### src/sccal_pkg.sv
// package for the synthesizer calibration control block
// assumes a 20 MHz system clock and a 32-bit apb register bus
package sccal_pkg;
  localparam int CLK_HZ = 20000000;
  localparam int CF_TIME_US = 35;
  localparam int DCU_TIME_US = 6;
  localparam int CF_CYCLES = (CF_TIME_US * (CLK_HZ / 1000000));
  localparam int DCU_CYCLES = (DCU_TIME_US * (CLK_HZ / 1000000));
  localparam int CNT_W = 11;

  localparam logic [11:0] CF_INDEX = 12'h15A;
  localparam logic [11:0] DCU_INDEX = 12'h15B;
  localparam logic [13:0] CF_ADDR = {CF_INDEX, 2'b00};
  localparam logic [13:0] DCU_ADDR = {DCU_INDEX, 2'b00};

  localparam int START_BIT = 7;
  localparam logic [6:0] CF_RES_RESET = 7'h57;
  localparam logic [6:0] DCU_RES_RESET = 7'h20;
  localparam logic [6:0] DCU_RES_WMASK = 7'h3F;

  typedef struct packed {
    logic psel;
    logic penable;
    logic pwrite;
    logic [13:0] paddr;
    logic [31:0] pwdata;
  } sccal_apb_req_type;

  typedef enum logic [1:0] {
    CAL_IDLE,
    CAL_RUN,
    CAL_DONE
  } sccal_state_type;
endpackage

### src/sccal_apb_slave.sv
// apb slave decode: zero wait states, error on unmapped address
// assumes addresses are byte addresses in a 14-bit window
`timescale 1ns/100ps
module sccal_apb_slave (
  input wire logic [13:0] i_paddr,
  input wire logic i_psel,
  input wire logic i_penable,
  input wire logic i_pwrite,
  output logic o_wr_cf,
  output logic o_wr_dcu,
  output logic o_sel_cf,
  output logic o_sel_dcu,
  output logic o_err
);
  wire logic access = i_psel & i_penable;
  wire logic hit_cf = (i_paddr == sccal_pkg::CF_ADDR);
  wire logic hit_dcu = (i_paddr == sccal_pkg::DCU_ADDR);
  assign o_sel_cf = hit_cf;
  assign o_sel_dcu = hit_dcu;
  assign o_wr_cf = access & i_pwrite & hit_cf;
  assign o_wr_dcu = access & i_pwrite & hit_dcu;
  assign o_err = access & ~hit_cf & ~hit_dcu;
endmodule // sccal_apb_slave

### src/sccal_cal_timer.sv
// one calibration loop: start pulse runs a fixed-length count
// assumes start is ignored while a run is in progress
`timescale 1ns/100ps
module sccal_cal_timer #(
  parameter logic [10:0] CYCLES = 11'h001
) (
  input wire logic i_clk,
  input wire logic i_srst,
  input wire logic i_ce,
  input wire logic i_start,
  output logic o_busy,
  output logic o_done
);
  sccal_pkg::sccal_state_type state_q, state_d;
  logic [10:0] cnt_q, cnt_d;
  wire logic cnt_end = (cnt_q == (CYCLES - 11'h001));

  always_comb begin
    state_d = state_q;
    cnt_d = cnt_q;
    case (state_q)
      sccal_pkg::CAL_IDLE: begin
        cnt_d = 11'h000;
        if (i_start) begin
          state_d = sccal_pkg::CAL_RUN;
        end
      end
      sccal_pkg::CAL_RUN: begin
        cnt_d = cnt_q + 11'h001;
        if (cnt_end) begin
          state_d = sccal_pkg::CAL_DONE;
        end
      end
      sccal_pkg::CAL_DONE: begin
        state_d = sccal_pkg::CAL_IDLE;
      end
      default: begin
        state_d = sccal_pkg::CAL_IDLE;
      end
    endcase
  end

  always_ff @(posedge i_clk) begin
    if (i_srst) begin
      state_q <= sccal_pkg::CAL_IDLE;
      cnt_q <= 11'h000;
    end else if (i_ce) begin
      state_q <= state_d;
      cnt_q <= cnt_d;
    end
  end

  assign o_busy = (state_q == sccal_pkg::CAL_RUN);
  assign o_done = (state_q == sccal_pkg::CAL_DONE);
endmodule // sccal_cal_timer

### src/sccal_top.sv
// top of the synthesizer calibration control: two 8-bit registers over apb
// assumes synchronous reset, one clock, clock enable freezing all state
//
// Added by the designer: the APB interface to the registers.
`timescale 1ns/100ps
module sccal_top (
  input wire logic I_CLOCK,
  input wire logic I_SRST,
  input wire logic I_CE,
  input wire logic I_PSEL,
  input wire logic I_PENABLE,
  input wire logic I_PWRITE,
  input wire logic [13:0] I_PADDR,
  input wire logic [31:0] I_PWDATA,
  output logic [31:0] O_PRDATA,
  output logic O_PREADY,
  output logic O_PSLVERR,
  output logic O_CF_CAL_BUSY,
  output logic O_DCU_CAL_BUSY
);
  sccal_pkg::sccal_apb_req_type req;
  assign req = '{psel: I_PSEL, penable: I_PENABLE, pwrite: I_PWRITE,
                 paddr: I_PADDR, pwdata: I_PWDATA};

  logic wr_cf, wr_dcu, sel_cf, sel_dcu, err;
  logic cf_busy, cf_done, dcu_busy, dcu_done;
  logic cf_start_q, cf_start_d, dcu_start_q, dcu_start_d;
  logic [6:0] cf_res_q, cf_res_d, dcu_res_q, dcu_res_d;

  sccal_apb_slave u_apb (
    .i_paddr(req.paddr),
    .i_psel(req.psel),
    .i_penable(req.penable),
    .i_pwrite(req.pwrite),
    .o_wr_cf(wr_cf),
    .o_wr_dcu(wr_dcu),
    .o_sel_cf(sel_cf),
    .o_sel_dcu(sel_dcu),
    .o_err(err)
  );

  // a write of 1 while idle launches a run; while running it is ignored
  wire logic wdata_start = req.pwdata[sccal_pkg::START_BIT];
  wire logic cf_launch = wr_cf & wdata_start & ~cf_start_q;
  wire logic dcu_launch = wr_dcu & wdata_start & ~dcu_start_q;

  sccal_cal_timer #(
    .CYCLES(11'(sccal_pkg::CF_CYCLES))
  ) u_cf_timer (
    .i_clk(I_CLOCK),
    .i_srst(I_SRST),
    .i_ce(I_CE),
    .i_start(cf_launch),
    .o_busy(cf_busy),
    .o_done(cf_done)
  );

  sccal_cal_timer #(
    .CYCLES(11'(sccal_pkg::DCU_CYCLES))
  ) u_dcu_timer (
    .i_clk(I_CLOCK),
    .i_srst(I_SRST),
    .i_ce(I_CE),
    .i_start(dcu_launch),
    .o_busy(dcu_busy),
    .o_done(dcu_done)
  );

  // software cannot clear a running start bit; only completion does
  assign cf_start_d = cf_done ? 1'b0 : (cf_start_q | cf_launch);
  assign dcu_start_d = dcu_done ? 1'b0 : (dcu_start_q | dcu_launch);
  assign cf_res_d = wr_cf ? req.pwdata[6:0] : cf_res_q;
  // bit 6 of the delay-cell register is read-only
  assign dcu_res_d = wr_dcu ?
    ((req.pwdata[6:0] & sccal_pkg::DCU_RES_WMASK) | (dcu_res_q & ~sccal_pkg::DCU_RES_WMASK)) :
    dcu_res_q;

  always_ff @(posedge I_CLOCK) begin
    if (I_SRST) begin
      cf_start_q <= 1'b0;
      dcu_start_q <= 1'b0;
      cf_res_q <= sccal_pkg::CF_RES_RESET;
      dcu_res_q <= sccal_pkg::DCU_RES_RESET;
    end else if (I_CE) begin
      cf_start_q <= cf_start_d;
      dcu_start_q <= dcu_start_d;
      cf_res_q <= cf_res_d;
      dcu_res_q <= dcu_res_d;
    end
  end

  // read data is registered so it comes from flip-flops
  wire logic [31:0] rd_mux = sel_cf ? {24'h000000, cf_start_q, cf_res_q} :
                             sel_dcu ? {24'h000000, dcu_start_q, dcu_res_q} :
                             32'h00000000;
  logic [31:0] prdata_q;
  always_ff @(posedge I_CLOCK) begin
    if (I_SRST) begin
      prdata_q <= 32'h00000000;
    end else if (I_CE & req.psel & ~req.penable & ~req.pwrite) begin
      prdata_q <= rd_mux;
    end
  end

  // frozen clock enable also stalls the bus so no access is half done
  assign O_PREADY = I_CE;
  assign O_PSLVERR = err & I_CE;
  assign O_PRDATA = prdata_q;
  assign O_CF_CAL_BUSY = cf_busy;
  assign O_DCU_CAL_BUSY = dcu_busy;
endmodule // sccal_top

### config.mk
export PLATFORM = sky130hd
export DESIGN_NAME = sccal_top
export DESIGN_NICKNAME = d
export VERILOG_FILES = /design/src/sccal_pkg.sv /design/src/sccal_apb_slave.sv /design/src/sccal_cal_timer.sv /design/src/sccal_top.sv
export SDC_FILE = /design/constraint.sdc
export NUM_CORES = 1
export LEC_CHECK = 0
export BUFFER_PORTS_ARGS = -buffer_cell sky130_fd_sc_hd__buf_2
export CAP_MARGIN = 20
export CORE_ASPECT_RATIO = 1.25
export CORE_MARGIN = 4
export CORE_UTILIZATION = 40
export DETAILED_ROUTE_END_ITERATION = 10
export PLACE_DENSITY = 0.67
export RECOVER_POWER = 25
export SLEW_MARGIN = 20
export SYNTH_ARGS = -nofsm -noshare
export SYNTH_HDL_FRONTEND = slang
export SYNTH_HIERARCHICAL = 1
export SYNTH_SLANG_ARGS = --single-unit
### constraint.sdc
create_clock -name I_CLOCK -period 2.8 [get_ports I_CLOCK]
set_input_delay 0.42 -clock I_CLOCK [delete_from_list [all_inputs] [get_ports I_CLOCK]]
set_output_delay 0.42 -clock I_CLOCK [all_outputs]
set_load 0.01 [all_outputs]
==> results of run 1 <==
==> power groups by stage <==
stage                     Sequential, mW  Clock, mW  Combinational (mW)
after floorplan                    0.719          0              0.0832
after global placement             0.718          0              0.0926
after detailed placement           0.718          0              0.0940
after CTS                          0.701      0.432              0.0944
after global routing               0.702      0.458               0.105
final                              0.701      0.411              0.0931
==> per-layer routing <==
layer,track usage,vias up,share of wire
li1,-,1137,-
met1,0.168,1046,0.44
met2,0.251,49,0.50
met3,0.0326,5,0.052
met4,0.0390,0,0.011
met5,0,-,0
==> worst reg2reg max path: stages, from the launching register on <==
cell     delay [ps]
dfxtp_1         470
or4b_1          450
or4_4           450
a32o_1          220
==> flip-flops by register name, summed over array words and instances (netlist names) <==
| register | count |
|---|---|
| cf_start_q | 1 |
| dcu_res_q | 6 |
| u_dcu_timer/cnt_q | 11 |
| cf_res_q | 7 |
| u_cf_timer/state_q | 2 |
| O_PRDATA | 8 |
| u_dcu_timer/state_q | 2 |
| u_cf_timer/cnt_q | 11 |
| dcu_start_q | 1 |
==> area by class of cell <==
cell class / count / area (µm²) / share of cell area
Clock buffer: 6 / 72.6 / 0.0252
Clock inverter: 2 / 10.0 / 0.00348
Sequential cell: 49 / 981 / 0.341
Tap cell: 87 / 109 / 0.0378
Inverter: 3 / 11.3 / 0.00391
Timing Repair Buffer: 43 / 206 / 0.0717
Multi-Input combinational cell: 236 / 1490 / 0.517
==> through the flow <==
step	total power, mW	utilization	hold WS [ps]	instances
finish	1.21	0.442	375	426
global route	1.26	0.442	381	426
CTS	1.23	0.444	364	426
detailed placement	0.812	0.432	450	418
global placement	0.810	0.432	444	418
floorplan	0.803	-	435	326
==> final timing paths <==
kind                              start               endpoint  slack, ps  cells after the start
setup / recovery            I_PADDR[11]            cf_res_q[1]        780                      7
setup reg to reg  u_cf_timer/state_q[0]  u_cf_timer/state_q[0]       1110                      3
hold / removal              I_PWDATA[5]            cf_res_q[5]        370                      3
hold reg to reg             cf_res_q[5]            cf_res_q[5]        460                      2
==> kinds of logic (layout without fill, tap and decap cells) <==
| group | after synthesis | in the layout | synth area share |
|---|---|---|---|
| simple gates | 143 | 143 | 0.336 |
| mux | 4 | 4 | 0.0150 |
| buf+inv | 41 | 54 | 0.109 |
| fa+ha+maj | 2 | 2 | 0.00934 |
| other cells | 1 | 24 | 0.00140 |
| compound gates | 61 | 61 | 0.156 |
| xor+xnor | 2 | 2 | 0.00654 |
| flops | 49 | 49 | 0.366 |
==> cells in the final DEF, fill, tap and decap left out, types with 2 or more instances in the layout <==
cell type   n
o21ai_0     6
buf_4       2
nand4_1     5
a211o_1     6
o31ai_1     7
mux2i_1     4
inv_1       3
a21oi_1    25
and4bb_1    3
or4_4       2
nand4b_1    2
nand3_1    15
a311oi_1    5
nand2b_1    4
nor2_2      3
clkinv_2    2
dfxtp_1    49
nor2b_1     4
and2_1      3
or4_1       6
a31oi_1     2
xor2_1      2
or3_1       3
or3_2       2
a311oi_2    2
or3b_2      4
nand3b_1   16
nor2_1     12
or4b_1      2
nor4_1      6
clkbuf_1   12
clkbuf_8    5
nand4bb_1   2
and2b_1     2
ha_1        2
conb_1     24
buf_2      30
nand2_1    33
and3_1      6
a211oi_1    2
==> summary.txt, run 1 <==
Status - finished clean
Antenna violation net count after detailed routing - 0
Net switching power - 0.299 mW
Power share of the clock group - 0.341
Family with the most delay on the worst path - simple AND/OR/NAND/NOR gates
Detailed placement HPWL - 3.92 mm
Number of synthesized flops with an enable pin - 0
First-pass GRT wire length - 9.24 mm
Slew Viols, Final - 0
Fin Clk Skew - 7.72 ps
Synth Cell Area - 0.00268 mm²
Layout cells sized above 1 - 0.171
Starting density of the core - 0.410
Count leader, synth - dfxtp_1
Yosys top cell by area - dfxtp_1
GPL Wtd Cong - 0.716
Ant diodes - 0
Logic pwr share - 0.077
Setup TNS Final - 0 ps
MaxCap Viol Count - 0
Relative slew slack - 0.547
Ys flop type - dfxtp_1
Cell-internal power - 0.906 mW
Die width - 81.2 µm
WL per Instance - 12.8 µm
Tmin final - 2020 ps
Setup ws final - 781 ps
Gr ovfl total - 0
Synth cell types - 55
Buf+Inv Stages, Crit Path - 2
Vias in the first global route - 2115
Quantity of gates resized following cts - 0
CTS tree - done
Critical path required time - 2990 ps
Post-CTS Setup Bufs - 0
Cells after synthesis - 303
Post-synthesis sequential area ratio - 0.366
Worst setup EP type - flip-flop
Area grow syn2layout - 7.57%
Worst-Skew Late Latency - 300 ps
RSZ-0062 raised after global routing - false
CP Launch Type - primary input
Inserted Clock Buffers - 5
Final instance area - 0.00288 mm²
DRT Pass-1 Iters - 4
Asr flop ratio synth - 0
Initial antenna violation count - 0
Fmax - 495 MHz
Synth cell count leaders - 49 x dfxtp_1, 33 x nand2_1, 25 x a21oi_1, 25 x buf_4, 16 x nand3b_1
Top Ports - 88
FP Rows - 33
Synth warnings - 6
Sequential Power Share - 0.582
Post-CTS Hold Buffers - 0
Crit share post-route - 0.721
Core Box Area - 0.00652 mm²
# clock sinks - 49
Worst Tran Pin Value - 680 ps
FF+latch count, synth - 49
Max incr delay on CP - 410 ps
Clock buffer depth - 2
Average via count per standard cell - 5.25
# port buffers - 39
Fill count - 687
Yosys top cell area share - 0.366
Iteration-0 DRC Markers - 118
Setup-failing EPs final - 0
Sw frac - 0.248
Via count - 2237
Max rail drop VDD - 0.302 mV
Pre-CTS setup slack - 739 ps
Leakage - 1.01 nW
Final number of hold-violating endpoints - 0
Area contributors post-synth - dfxtp_1 37%, buf_4 7.0%, a21oi_1 4.7%
CP max FO - 10
Pin count of the biggest net entering global routing - 40
WS Path Type - in -> reg
Die Area - 0.00808 mm²
Power density over the cells - 418 mW/mm²
CP Cell Sequence - buf_2 -> and4bb_1 -> nand3_1 -> nor4_1 -> clkbuf_1 -> nand2_1 -> a211o_1
Clk slew on worst S/H paths - 90 ps
Die height - 99.5 µm
Worst min path class - in -> reg
Placed instance area - 0.00282 mm²
Syn avg cell area - 8.84 µm²
CP max stage cell - clkbuf_1
Nets - 392
CP arrival - 2210 ps
Final WL - 5.46 mm
Drc violations - 0
H-tree levels - 2
Gr usage total - 0.141
CTS root buf - clkbuf_8
Power figures use the tool's default switching activity.
==> run 2, diff against run 1 <==
==> constraint.sdc (replaced) <==
create_clock -name I_CLOCK -period 2.1 [get_ports I_CLOCK]
set_input_delay 0.315 -clock I_CLOCK [delete_from_list [all_inputs] [get_ports I_CLOCK]]
set_output_delay 0.315 -clock I_CLOCK [all_outputs]
set_load 0.01 [all_outputs]
==> run 2 against run 1 <==
  * Clock skew is 1.5 ps higher
  * Largest cell class unchanged
  * First-iteration DRC count fell by 9.3%
  * Sequential share of layout area shrank 0.70 points
  * Count of clock-buffer cells in the layout fell by 1
  * Total power up 54%
  * Cell count is 0.47% higher
  * Core utilization rose by 0.92 points
==> summary.txt, run 2 (synthesis gave the netlist of run 1 again) <==
Nets - 394 (+0.51%)
Area grow syn2layout - 9.81%
MaxCap Viol Count - 0 (unchanged)
Clk slew on worst S/H paths - 100 ps (about the same)
Setup ws final - 435 ps (-346 ps)
Family with the most delay on the worst path - simple AND/OR/NAND/NOR gates
Gr ovfl total - 0 (unchanged)
Antenna violation net count after detailed routing - 0 (unchanged)
Via count - 2253 (+0.72%)
Core Box Area - 0.00652 mm² (unchanged)
Gr usage total - 0.132 (-0.00908)
WS Path Type - reg -> reg
# port buffers - 39 (unchanged)
RSZ-0062 raised after global routing - false
CTS tree - done
Worst setup EP type - flip-flop
H-tree levels - 2 (unchanged)
First-pass GRT wire length - 8.80 mm (-4.7%)
Most frequent cells in the layout - 49 x dfxtp_1, 33 x nand2_1, 30 x buf_2
Status - finished clean
Die Area - 0.00808 mm² (unchanged)
FP Rows - 33 (unchanged)
Crit share post-route - 0.793
Min Hold Slack - 258 ps (-117 ps)
Fill count - 702 (+2.2%)
CP arrival - 1860 ps (-350 ps)
CTS root buf - clkbuf_8
Final number of hold-violating endpoints - 0 (unchanged)
Clock buffer depth - 2 (unchanged)
CP max stage cell - dfxtp_1
Setup TNS Final - 0 ps (unchanged)
Worst min path class - in -> reg
Pin count of the biggest net entering global routing - 27 (-33%)
Top Ports - 88 (unchanged)
# clock sinks - 49 (unchanged)
Critical path required time - 2290 ps (-700 ps)
Ant diodes - 0 (unchanged)
Tmin final - 1670 ps
Slew Viols, Final - 0 (unchanged)
Average via count per standard cell - 5.26 (+0.24%)
Power density over the cells - 633 mW/mm² (+51%)
Quantity of gates resized following cts - 0 (unchanged)
CP Cell Sequence - or4b_1 -> or4_4 -> a32o_1
Pre-CTS setup slack - 150 ps (-589 ps)
CP max FO - 8 (-2)
Max rail drop VDD - 0.527 mV (+75%)
DRT Pass-1 Iters - 4 (unchanged)
Buf+Inv Stages, Crit Path - 0 (-2)
Iteration-0 DRC Markers - 107 (-9.3%)
Vias in the first global route - 1971 (-6.8%)
Max incr delay on CP - 460 ps (+50 ps)
Final WL - 5.44 mm (-0.38%)
Leakage - 1.04 nW (+3.5%)
Die height - 99.5 µm (unchanged)
Detailed placement HPWL - 4.00 mm (+2.1%)
Post-CTS Setup Bufs - 0 (unchanged)
Fmax - 600 MHz
Initial antenna violation count - 0 (unchanged)
Starting density of the core - 0.410 (unchanged)
Die width - 81.2 µm (unchanged)
Post-CTS Hold Buffers - 0 (unchanged)
Inserted Clock Buffers - 5 (unchanged)
Layout cells sized above 1 - 0.173 (+0.00193)
WL per Instance - 12.7 µm (-0.85%)
GPL Wtd Cong - 0.741 (+3.6%)
Most common cell after layout, fill and taps aside - dfxtp_1
Worst-Skew Late Latency - 300 ps (about the same)
Setup-failing EPs final - 0 (unchanged)
Drc violations - 0 (unchanged)
CP Launch Type - flip-flop
Fin Clk Skew - 9.23 ps (+1.51 ps)
==> run 2: changes by cell type in the layout (fill, tap and decap cells not counted) <==
cell / change
nand2b_4: -1
nand2b_2: -1
buf_4: +2
bufinv_16: +2
clkbuf_1: -1
nand2b_1: +2
clkinv_2: -2
inv_6: +1
==> run 2: worst min-delay path, cell delays in order <==
cell and delay [ps]:
buf_2 100, nand3_1 50, a21oi_1 50
==> run 2: stage by stage <==
stage	cell area [µm²]	total power, mW	cells	utilization
final	2940	1.86	428	0.451
after global routing	2940	1.93	428	0.451
after CTS	2970	1.89	428	0.455
after detailed placement	2830	1.09	420	0.434
after global placement	2830	1.08	420	0.434
after floorplan	2760	1.07	326	-
==> run 2: final cells by class <==
type,instances,area (µm²),share of cell area
Sequential cell,49,981,0.334
Tap cell,87,109,0.0370
Clock inverter,3,68.8,0.0234
Clock buffer,5,68.8,0.0234
Inverter,3,11.3,0.00383
Multi-Input combinational cell,236,1480,0.503
Timing Repair Buffer,45,221,0.0753
==> run 2: per-layer routing <==
metal	GRT usage	up-vias	part of all wire
met1	0.163	1055	0.43
met3	0.0317	4	0.057
met5	0	-	0
met4	0.0273	0	0.0053
met2	0.231	54	0.51
li1	-	1140	-
==> run 2: final timing paths <==
| path | startpoint | endpoint | slack [ps] | cells after the start |
|---|---|---|---|---|
| setup reg to reg | u_cf_timer/state_q[0] | u_cf_timer/state_q[0] | 430 | 3 |
| hold / removal | I_PWDATA[5] | cf_res_q[5] | 260 | 3 |
| hold reg to reg | cf_res_q[5] | cf_res_q[5] | 460 | 2 |
| setup / recovery | u_cf_timer/state_q[0] | u_cf_timer/state_q[0] | 430 | 3 |
==> run 2: where the power goes <==
part	internal (mW)	switching, mW
registers	0.933	0.00267
clock network	0.479	0.322
logic	0.0429	0.0815
total	1.46	0.406
